[src/mbs_pkg.sv]
// Constants and carriers for the serial slave status and exception block.
// Assumes one 200 MHz clock; the link framing is decoded outside.
package mbs_pkg;
   // Register addresses
   localparam logic [15:0] ADDR_STATUS    = 16'h2226;
   localparam logic [15:0] ADDR_TORQUE    = 16'h2227;
   localparam logic [15:0] ADDR_ENERGY    = 16'h2229;
   localparam logic [15:0] ADDR_LOOP_TGT  = 16'h222E;
   localparam logic [15:0] ADDR_LOOP_OFS  = 16'h222F;
   localparam logic [15:0] ADDR_LOOP_FRQ  = 16'h2230;
   localparam logic [15:0] ADDR_AUX_FRQ   = 16'h2232;
   localparam logic [15:0] ADDR_MAS_FRQ   = 16'h2233;
   localparam logic [15:0] ADDR_COMB_FRQ  = 16'h2234;
   localparam logic [15:0] ADDR_DELAY     = 16'h0909;
   localparam logic [15:0] ADDR_FREQ      = 16'h090A;
   // Settings: delay in 0.1 ms steps, frequency in 0.01 Hz steps
   localparam logic [15:0] RST_DELAY      = 16'h0014;
   localparam logic [15:0] MAX_DELAY      = 16'h07D0;
   localparam logic [15:0] RST_FREQ       = 16'h1770;
   localparam logic [15:0] MAX_FREQ       = 16'hE9FC;
   // Status word field positions
   localparam int          ST_DIR_LSB     = 0;
   localparam int          ST_RDY_LSB     = 2;
   localparam int          ST_OUT_BIT     = 4;
   localparam int          ST_WARN_BIT    = 5;
   // Function and exception codes
   localparam logic [7:0]  FC_READ        = 8'h03;
   localparam logic [7:0]  FC_WRITE       = 8'h06;
   localparam logic [7:0]  FC_EXC_FLAG    = 8'h80;
   localparam logic [7:0]  RD_BYTE_COUNT  = 8'h02;
   localparam logic [7:0]  EXC_NONE       = 8'h00;
   localparam logic [7:0]  EXC_FUNC       = 8'h01;
   localparam logic [7:0]  EXC_ADDR       = 8'h02;
   localparam logic [7:0]  EXC_DATA       = 8'h03;
   localparam logic [7:0]  EXC_FAIL       = 8'h04;
   localparam logic [7:0]  ERR_CRC        = 8'h05;
   localparam logic [3:0]  FSRC_COMM      = 4'h1;
   localparam logic [15:0] CRC_INIT       = 16'hFFFF;
   localparam logic [15:0] CRC_POLY       = 16'hA001;
   // Timing
   localparam int          CLK_PERIOD_NS  = 5;
   localparam int          DELAY_STEP_US  = 100;
   localparam int          DELAY_STEP_CYC = DELAY_STEP_US * 1000
                                            / CLK_PERIOD_NS;
   localparam int          BUF_BYTES      = 6;

   typedef struct packed {
      logic [7:0]  slave;
      logic [7:0]  func;
      logic [15:0] reg_addr;
      logic [15:0] data;
      logic        crc_err;
   } mbs_req_t;

   typedef struct packed {
      logic [1:0]  dir;
      logic [1:0]  rdy;
      logic        out_active;
      logic        warn;
      logic [15:0] torque;
      logic [15:0] energy;
      logic [15:0] loop_tgt;
      logic [15:0] loop_ofs;
      logic [15:0] loop_frq;
      logic [15:0] aux_frq;
      logic [15:0] mas_frq;
      logic [15:0] comb_frq;
   } mbs_mon_t;

   typedef enum logic [2:0] {
      ST_IDLE = 3'b001,
      ST_WAIT = 3'b010,
      ST_SEND = 3'b100
   } mbs_state_t;
endpackage

[src/mbs_slave.sv]
// Serial slave command interpreter: monitor reads, settings, exceptions.
// Assumes requests arrive already deframed; replies leave byte by byte.
//
// What this block does
// - The status word packs direction, ready/error, output and warning.
// - Signed estimated torque reads at the address after the status word.
// - A refused request is answered with the function code's top bit set.
// - Code 1 marks an unknown function, code 2 an unknown address.
// - Code 3 marks bad data, code 4 a function that could not be done.
// - A communication error on a frame for this node that arrives while idle raises a warning carrying its code.
// - The reply waits a set delay of 0 to 200 ms, 2.0 ms by default.
// - With the serial source set the stored frequency survives power loss.
// - After power returns the drive runs from the stored frequency.
// - With the serial source set, each frequency write updates the stored value, 0 to 599 Hz.
`timescale 1ns/1ps
module mbs_slave #(
   parameter int TICK_CYCLES = mbs_pkg::DELAY_STEP_CYC
) (
   // Clock and reset
   input  wire logic             i_clk,
   input  wire logic             i_rst_n,
   // Configuration
   input  wire logic [7:0]       i_node_addr,
   input  wire logic [3:0]       i_freq_src,
   // Retained frequency from backup storage
   input  wire logic             i_nv_valid,
   input  wire logic [15:0]      i_nv_freq,
   // Drive monitor values
   input  wire mbs_pkg::mbs_mon_t i_mon,
   // Decoded request
   input  wire logic             i_req_valid,
   input  wire mbs_pkg::mbs_req_t i_req,
   output logic                  o_busy,
   // Reply byte stream
   output logic                  o_tx_valid,
   output logic [7:0]            o_tx_data,
   output logic                  o_tx_last,
   input  wire logic             i_tx_ready,
   // Drive side results
   output logic                  o_comm_warn,
   output logic [7:0]            o_comm_err_code,
   output logic [15:0]           o_freq_cmd,
   output logic [15:0]           o_nv_freq
);
   mbs_pkg::mbs_state_t state_ff;
   logic [7:0]          buf_ff [mbs_pkg::BUF_BYTES];
   logic [2:0]          len_ff;
   logic [3:0]          idx_ff;
   logic [15:0]         crc_ff;
   logic [15:0]         delay_ff;
   logic [15:0]         tick_ff;
   logic [15:0]         dly_cnt_ff;
   logic                restored_ff;
   logic [15:0]         rd_val;
   logic                rd_ok;
   logic [7:0]          exc;
   logic                take;
   logic                bad_crc;
   logic                tx_step;
   logic                tick;

   function automatic logic [15:0] crc_upd(input logic [15:0] c,
                                           input logic [7:0]  b);
      logic [15:0] r;
      r = c ^ {8'h00, b};
      for (int k = 0; k < 8; k++) begin
         r = r[0] ? ((r >> 1) ^ mbs_pkg::CRC_POLY) : (r >> 1);
      end
      return r;
   endfunction

   assign take    = (state_ff == mbs_pkg::ST_IDLE) && i_req_valid &&
                    (i_req.slave == i_node_addr) && !i_req.crc_err;
   assign bad_crc = (state_ff == mbs_pkg::ST_IDLE) && i_req_valid &&
                    (i_req.slave == i_node_addr) && i_req.crc_err;
   assign tx_step = !o_tx_valid || i_tx_ready;
   assign tick    = (tick_ff == 16'(TICK_CYCLES - 1));

   // Read map and request checks
   always_comb begin
      rd_ok  = 1'b1;
      rd_val = 16'h0000;
      case (i_req.reg_addr)
         mbs_pkg::ADDR_STATUS:   rd_val = {10'h000, i_mon.warn,
            i_mon.out_active, i_mon.rdy, i_mon.dir};
         mbs_pkg::ADDR_TORQUE:   rd_val = i_mon.torque;
         mbs_pkg::ADDR_ENERGY:   rd_val = i_mon.energy;
         mbs_pkg::ADDR_LOOP_TGT: rd_val = i_mon.loop_tgt;
         mbs_pkg::ADDR_LOOP_OFS: rd_val = i_mon.loop_ofs;
         mbs_pkg::ADDR_LOOP_FRQ: rd_val = i_mon.loop_frq;
         mbs_pkg::ADDR_AUX_FRQ:  rd_val = i_mon.aux_frq;
         mbs_pkg::ADDR_MAS_FRQ:  rd_val = i_mon.mas_frq;
         mbs_pkg::ADDR_COMB_FRQ: rd_val = i_mon.comb_frq;
         mbs_pkg::ADDR_DELAY:    rd_val = delay_ff;
         mbs_pkg::ADDR_FREQ:     rd_val = o_nv_freq;
         default:                rd_ok  = 1'b0;
      endcase
      exc = mbs_pkg::EXC_NONE;
      if (i_req.func == mbs_pkg::FC_READ) begin
         if (!rd_ok)
            exc = mbs_pkg::EXC_ADDR;
         else if (i_req.data != 16'h0001)
            exc = mbs_pkg::EXC_DATA;
      end else if (i_req.func == mbs_pkg::FC_WRITE) begin
         if (i_req.reg_addr == mbs_pkg::ADDR_DELAY) begin
            if (i_req.data > mbs_pkg::MAX_DELAY)
               exc = mbs_pkg::EXC_DATA;
         end else if (i_req.reg_addr == mbs_pkg::ADDR_FREQ) begin
            if (i_req.data > mbs_pkg::MAX_FREQ)
               exc = mbs_pkg::EXC_DATA;
            else if (i_freq_src != mbs_pkg::FSRC_COMM)
               exc = mbs_pkg::EXC_FAIL;
         end else if (rd_ok) begin
            exc = mbs_pkg::EXC_FAIL;
         end else begin
            exc = mbs_pkg::EXC_ADDR;
         end
      end else begin
         exc = mbs_pkg::EXC_FUNC;
      end
   end

   // Sequencing and reply buffer
   always_ff @(posedge i_clk or negedge i_rst_n) begin
      if (!i_rst_n) begin
         state_ff <= mbs_pkg::ST_IDLE;
         len_ff   <= 3'h0;
         for (int i = 0; i < mbs_pkg::BUF_BYTES; i++) begin
            buf_ff[i] <= 8'h00;
         end
      end else begin
         case (state_ff)
            mbs_pkg::ST_IDLE: begin
               if (take) begin
                  state_ff  <= mbs_pkg::ST_WAIT;
                  buf_ff[0] <= i_node_addr;
                  if (exc != mbs_pkg::EXC_NONE) begin
                     buf_ff[1] <= i_req.func | mbs_pkg::FC_EXC_FLAG;
                     buf_ff[2] <= exc;
                     len_ff    <= 3'h3;
                  end else if (i_req.func == mbs_pkg::FC_READ) begin
                     buf_ff[1] <= i_req.func;
                     buf_ff[2] <= mbs_pkg::RD_BYTE_COUNT;
                     buf_ff[3] <= rd_val[15:8];
                     buf_ff[4] <= rd_val[7:0];
                     len_ff    <= 3'h5;
                  end else begin
                     buf_ff[1] <= i_req.func;
                     buf_ff[2] <= i_req.reg_addr[15:8];
                     buf_ff[3] <= i_req.reg_addr[7:0];
                     buf_ff[4] <= i_req.data[15:8];
                     buf_ff[5] <= i_req.data[7:0];
                     len_ff    <= 3'h6;
                  end
               end
            end
            mbs_pkg::ST_WAIT: begin
               if (dly_cnt_ff >= delay_ff)
                  state_ff <= mbs_pkg::ST_SEND;
            end
            mbs_pkg::ST_SEND: begin
               if (o_tx_valid && i_tx_ready && o_tx_last)
                  state_ff <= mbs_pkg::ST_IDLE;
            end
            default: state_ff <= mbs_pkg::ST_IDLE;
         endcase
      end
   end

   // Response delay timing
   always_ff @(posedge i_clk or negedge i_rst_n) begin
      if (!i_rst_n) begin
         tick_ff    <= 16'h0000;
         dly_cnt_ff <= 16'h0000;
      end else if (state_ff != mbs_pkg::ST_WAIT) begin
         tick_ff    <= 16'h0000;
         dly_cnt_ff <= 16'h0000;
      end else begin
         tick_ff <= tick ? 16'h0000 : tick_ff + 16'h0001;
         if (tick)
            dly_cnt_ff <= dly_cnt_ff + 16'h0001;
      end
   end

   // Reply byte stream with trailing CRC, low byte first
   always_ff @(posedge i_clk or negedge i_rst_n) begin
      if (!i_rst_n) begin
         o_tx_valid <= 1'b0;
         o_tx_data  <= 8'h00;
         o_tx_last  <= 1'b0;
         idx_ff     <= 4'h0;
         crc_ff     <= mbs_pkg::CRC_INIT;
         o_busy     <= 1'b0;
      end else begin
         o_busy <= (state_ff != mbs_pkg::ST_IDLE) || take;
         if (state_ff != mbs_pkg::ST_SEND) begin
            idx_ff <= 4'h0;
            crc_ff <= mbs_pkg::CRC_INIT;
         end else if (tx_step) begin
            idx_ff <= idx_ff + 4'h1;
            if (idx_ff < {1'b0, len_ff}) begin
               o_tx_valid <= 1'b1;
               o_tx_data  <= buf_ff[idx_ff[2:0]];
               crc_ff     <= crc_upd(crc_ff, buf_ff[idx_ff[2:0]]);
            end else if (idx_ff == {1'b0, len_ff}) begin
               o_tx_data <= crc_ff[7:0];
            end else if (idx_ff == {1'b0, len_ff} + 4'h1) begin
               o_tx_data <= crc_ff[15:8];
               o_tx_last <= 1'b1;
            end else begin
               o_tx_valid <= 1'b0;
               o_tx_last  <= 1'b0;
            end
         end
      end
   end

   // Settings, retained frequency and run command
   always_ff @(posedge i_clk or negedge i_rst_n) begin
      if (!i_rst_n) begin
         delay_ff    <= mbs_pkg::RST_DELAY;
         o_nv_freq   <= mbs_pkg::RST_FREQ;
         o_freq_cmd  <= mbs_pkg::RST_FREQ;
         restored_ff <= 1'b0;
      end else begin
         restored_ff <= 1'b1;
         if (take && exc == mbs_pkg::EXC_NONE &&
             i_req.func == mbs_pkg::FC_WRITE &&
             i_req.reg_addr == mbs_pkg::ADDR_DELAY)
            delay_ff <= i_req.data;
         if (take && exc == mbs_pkg::EXC_NONE &&
             i_req.func == mbs_pkg::FC_WRITE &&
             i_req.reg_addr == mbs_pkg::ADDR_FREQ)
            o_nv_freq <= i_req.data;
         else if (!restored_ff && i_nv_valid &&
                  i_freq_src == mbs_pkg::FSRC_COMM)
            o_nv_freq <= i_nv_freq;
         o_freq_cmd <= o_nv_freq;
      end
   end

   // Communication warning
   always_ff @(posedge i_clk or negedge i_rst_n) begin
      if (!i_rst_n) begin
         o_comm_warn     <= 1'b0;
         o_comm_err_code <= 8'h00;
      end else if (bad_crc) begin
         o_comm_warn     <= 1'b1;
         o_comm_err_code <= mbs_pkg::ERR_CRC;
      end else if (take) begin
         o_comm_warn     <= (exc != mbs_pkg::EXC_NONE);
         o_comm_err_code <= exc;
      end
   end
endmodule // mbs_slave

[config.mk]
export PLATFORM = sky130hd
export DESIGN_NAME = mbs_slave
export DESIGN_NICKNAME = d
export VERILOG_FILES = /design/src/mbs_pkg.sv /design/src/mbs_slave.sv
export SDC_FILE = /design/constraint.sdc
export NUM_CORES = 1
export LEC_CHECK = 0
export BUFFER_PORTS_ARGS = -buffer_cell sky130_fd_sc_hd__buf_2
export CORE_MARGIN = 10
export CORE_UTILIZATION = 48
export CTS_CLUSTER_DIAMETER = 40
export DETAILED_ROUTE_END_ITERATION = 10
export GPL_TIMING_DRIVEN = 0
export PLACE_DENSITY = 0.77
export SLEW_MARGIN = 25
export SYNTH_ARGS = -nofsm -noshare
export SYNTH_HDL_FRONTEND = slang
export SYNTH_SLANG_ARGS = --single-unit
export TNS_END_PERCENT = 20
[constraint.sdc]
create_clock -name i_clk -period 2.87 [get_ports i_clk]
set_input_delay 0.1435 -clock i_clk [delete_from_list [all_inputs] [get_ports i_clk]]
set_output_delay 0.1435 -clock i_clk [all_outputs]
set_load 0.02 [all_outputs]
==> metrics.csv <==
metric;value;unit
start_util;48.5;%
share_comb_of_total_power;16.3;%
rows;52;
core_region_area;0.0201;sq mm
vias_per_cell;5.73;
area_delta_synth_final;28.9;%
worst-path-max-fanout;9;
numClockSinks;170;
routedWlPerCell;21.6;um
fin_util;62.4;%
gr-usage-all-layers;25.5;%
swShare;27.1;%
setup_violations;0;
powerDensity;493;mW/mm^2
io_buffers;261;
fin_nets;1540;
fp.dieW;162;um
max_slew_margin;35.7;%
instances_no_fill;1585;
layout_common_cells;buf_2, dfrtp_1, nor2_1;
synthArstFlopShare;100;%
pin_count;268;
layout-drive-gt1-share;33.2;%
r2r_cells;9;
grt_max_degree;95;
ys_ff_latch;170;
setup_ws;35.1;ps
grt-ovfl-total;0;
antenna_found_initial;4;
synth_flop_cell;dfrtp_1;
cts-root-buf;clkbuf_16;
ir_drop;367;uV
seq_area;0.00430;sq mm
vias;9084;
r2r_slack;40;ps
cts_tree;done;
arrival;3190;ps
drc;0;
grt_pass1_vias;9569;
synthCells;987;
layout_commonest_cell;buf_2;
die_y;162;um
max_cap_violations;0;
slowest_stage;mux4_2;
path_class;reg2reg;
power_switching;1.68;mW
syn_area_per_cell;9.87;sq um
post-place-ws;-924;ps
routed_wirelength;34300;um
endpoint_kind;register;
crit_required;3230;ps
leakagePower;5.91;nW
dp_hpwl;27000;um
rsz0062_at_grt;true;
ant_nets;0;
status;finished, final reports clean;
cp-endpoint;crc_ff[0]$_DFFE_PN1P_;
r2r_end;crc_ff[0]$_DFFE_PN1P_;
die_area;0.0264;sq mm
cp-startpoint;idx_ff[0]$_DFFE_PN0P_;
tightest_slew;951;ps
internal_power;4.51;mW
yosysSeqAreaShare;44.1;%
pwr-share-clk;39.7;%
drtIter0Drc;746;
fin_crit_sh;98.8;%
multi_input_area;0.00530;sq mm
htreeDepth;4;
grt_first_pass_wirelength;52800;um
path_clk_slew;70;ps
firstDrtPassIters;5;
cts_buffers;17;
syn_area;0.00974;sq mm
period_minus_slack;2830;ps
gp_congestion;0.982;
max_freq;353;MHz
cpPeakStageDelay;530;ps
clock_latency;430;ps
clk_path_buf_depth;2;
crit_chain;buf_6 -> mux4_2 -> a21oi_2 -> xor2_2 -> xnor2_2 -> xnor2_1 -> xor3_1 -> xor2_1 -> o22a_1;
finalHoldViolCount;0;
dpl.cell_count;1523;
startpoint_type;register;
whs;8.28;ps
synth-edff-count;0;
r2r_start;idx_ff[0]$_DFFE_PN0P_;
seq_power_share;44.0;%
fin_skew;6.09;ps
slew_viol_final;0;
yosysWarnings;0;
hold_path.class;in2reg;
ys_types;76;
fillers;1678;
## worst max-delay path: cells and delay by family (launching register included)
| kind | cells | cell delay (ps) |
|---|---|---|
| AO/OA/AOI/OAI | 2 | 430 |
| buffers and inverters | 1 | 180 |
| flip-flops | 1 | 360 |
| multiplexers | 1 | 530 |
| XOR/XNOR | 5 | 1240 |
## synth_stat cells, types with 12 or more instances
cell      count  area (sq um)
clkbuf_1     34           128
a21oi_1      53           265
dfrtp_1     137          3430
o21ai_1      12          60.1
nand3_1      18          90.1
a221oi_1     26           228
a22oi_1      16           120
ha_1         23           288
nand4_1      23           144
xor2_1       26           228
dfstp_2      33           867
mux2_2       22           248
xnor2_1      35           307
o21ai_0      27           135
nor2_1      109           409
inv_1        29           109
a31oi_1      16           100
nand2_1     103           387
o22a_1       16           140
mux2i_1      54           541
nor3_1       15          75.1
a21o_1       13          97.6
## kinds of logic after synthesis
kind of cell / share of synthesized area [%]
AO/OA/AOI/OAI: 14.8
adder cells (fa/ha/maj): 2.95
XOR/XNOR: 5.73
AND/OR/NAND/NOR: 17.1
other: 0.0771
flip-flops: 44.1
multiplexers: 11.7
buffers and inverters: 3.60
## registers in the layout (all words and copies together), names as in the netlist
register and count:
buf_ff 48, crc_ff 16, delay_ff 16, dly_cnt_ff 16
idx_ff 4, len_ff 3, o_busy 1, o_comm_err_code 3
o_comm_warn 1, o_freq_cmd 16, o_nv_freq 16, o_tx_data 8
o_tx_last 1, o_tx_valid 1, restored_ff 1, state_ff 3
tick_ff 16
## power by group through the flow
stage	clock [mW]	sequential, mW	combinational (mW)
after floorplan	0	2.94	0.274
after global placement	0	2.76	0.946
after detailed placement	0	2.76	0.965
after CTS	2.48	2.72	0.995
after global routing	2.57	2.74	1.08
final	2.46	2.72	1.00
## per-layer routing
metal | track usage [%] | part of all wire (%) | up-vias
li1 | - | - | 4199
met1 | 30.8 | 40 | 4376
met2 | 42.1 | 48 | 435
met3 | 7.41 | 8.9 | 72
met4 | 9.93 | 2.9 | 2
met5 | 0 | 0.023 | -
## repair_timing
action / CTS / global route
endpoints found under the setup margin: 76 / 80
gates cloned: 0 / 0
resized for setup: 21 / 23
endpoints found under the hold margin: 78 / 0
setup buffers: 1 / 10
pin swaps: 4 / 8
hold buffers: 21 / 0
## how the worst min path moves through the flow
stage                  start                   endpoint  slack [ps]  cells after the start
6_report        i_nv_freq[2]   o_nv_freq[2]$_DFFE_PN0P_           8                      3
5_1_grt        i_nv_freq[10]  o_nv_freq[10]$_DFFE_PN1P_          20                      3
4_1_cts         i_nv_freq[2]   o_nv_freq[2]$_DFFE_PN0P_         0.2                      3
3_5_place_dp         i_rst_n           o_busy$_DFF_PN0_         160                      1
3_3_place_gp       i_req[36]     buf_ff[35]$_DFFE_PN0P_         370                      3
2_1_floorplan        i_rst_n      buf_ff[0]$_DFFE_PN0P_        -150                      0
## layout make-up
cell class	instances	share of cell area [%]
Inverter	30	0.897
Timing Repair Buffer	294	13.0
Tap cell	270	2.69
Antenna cell	2	0.0399
Multi-Input combinational cell	739	42.2
Buffer	49	1.94
Sequential cell	170	34.2
Clock inverter	12	1.37
Clock buffer	19	3.61
## per-stage QoR
| stage | TNS [ps] | total power, mW | instance area [sq um] |
|---|---|---|---|
| finish | 0 | 6.18 | 12600 |
| floorplan | 0 | 3.21 | 9760 |
| CTS | -60.7 | 6.19 | 12400 |
| global placement | -160120 | 3.71 | 11400 |
| global route | -88.1 | 6.39 | 12600 |
| detailed placement | -35070 | 3.73 | 11400 |
Note: power is estimated with default switching activity, not from simulation.
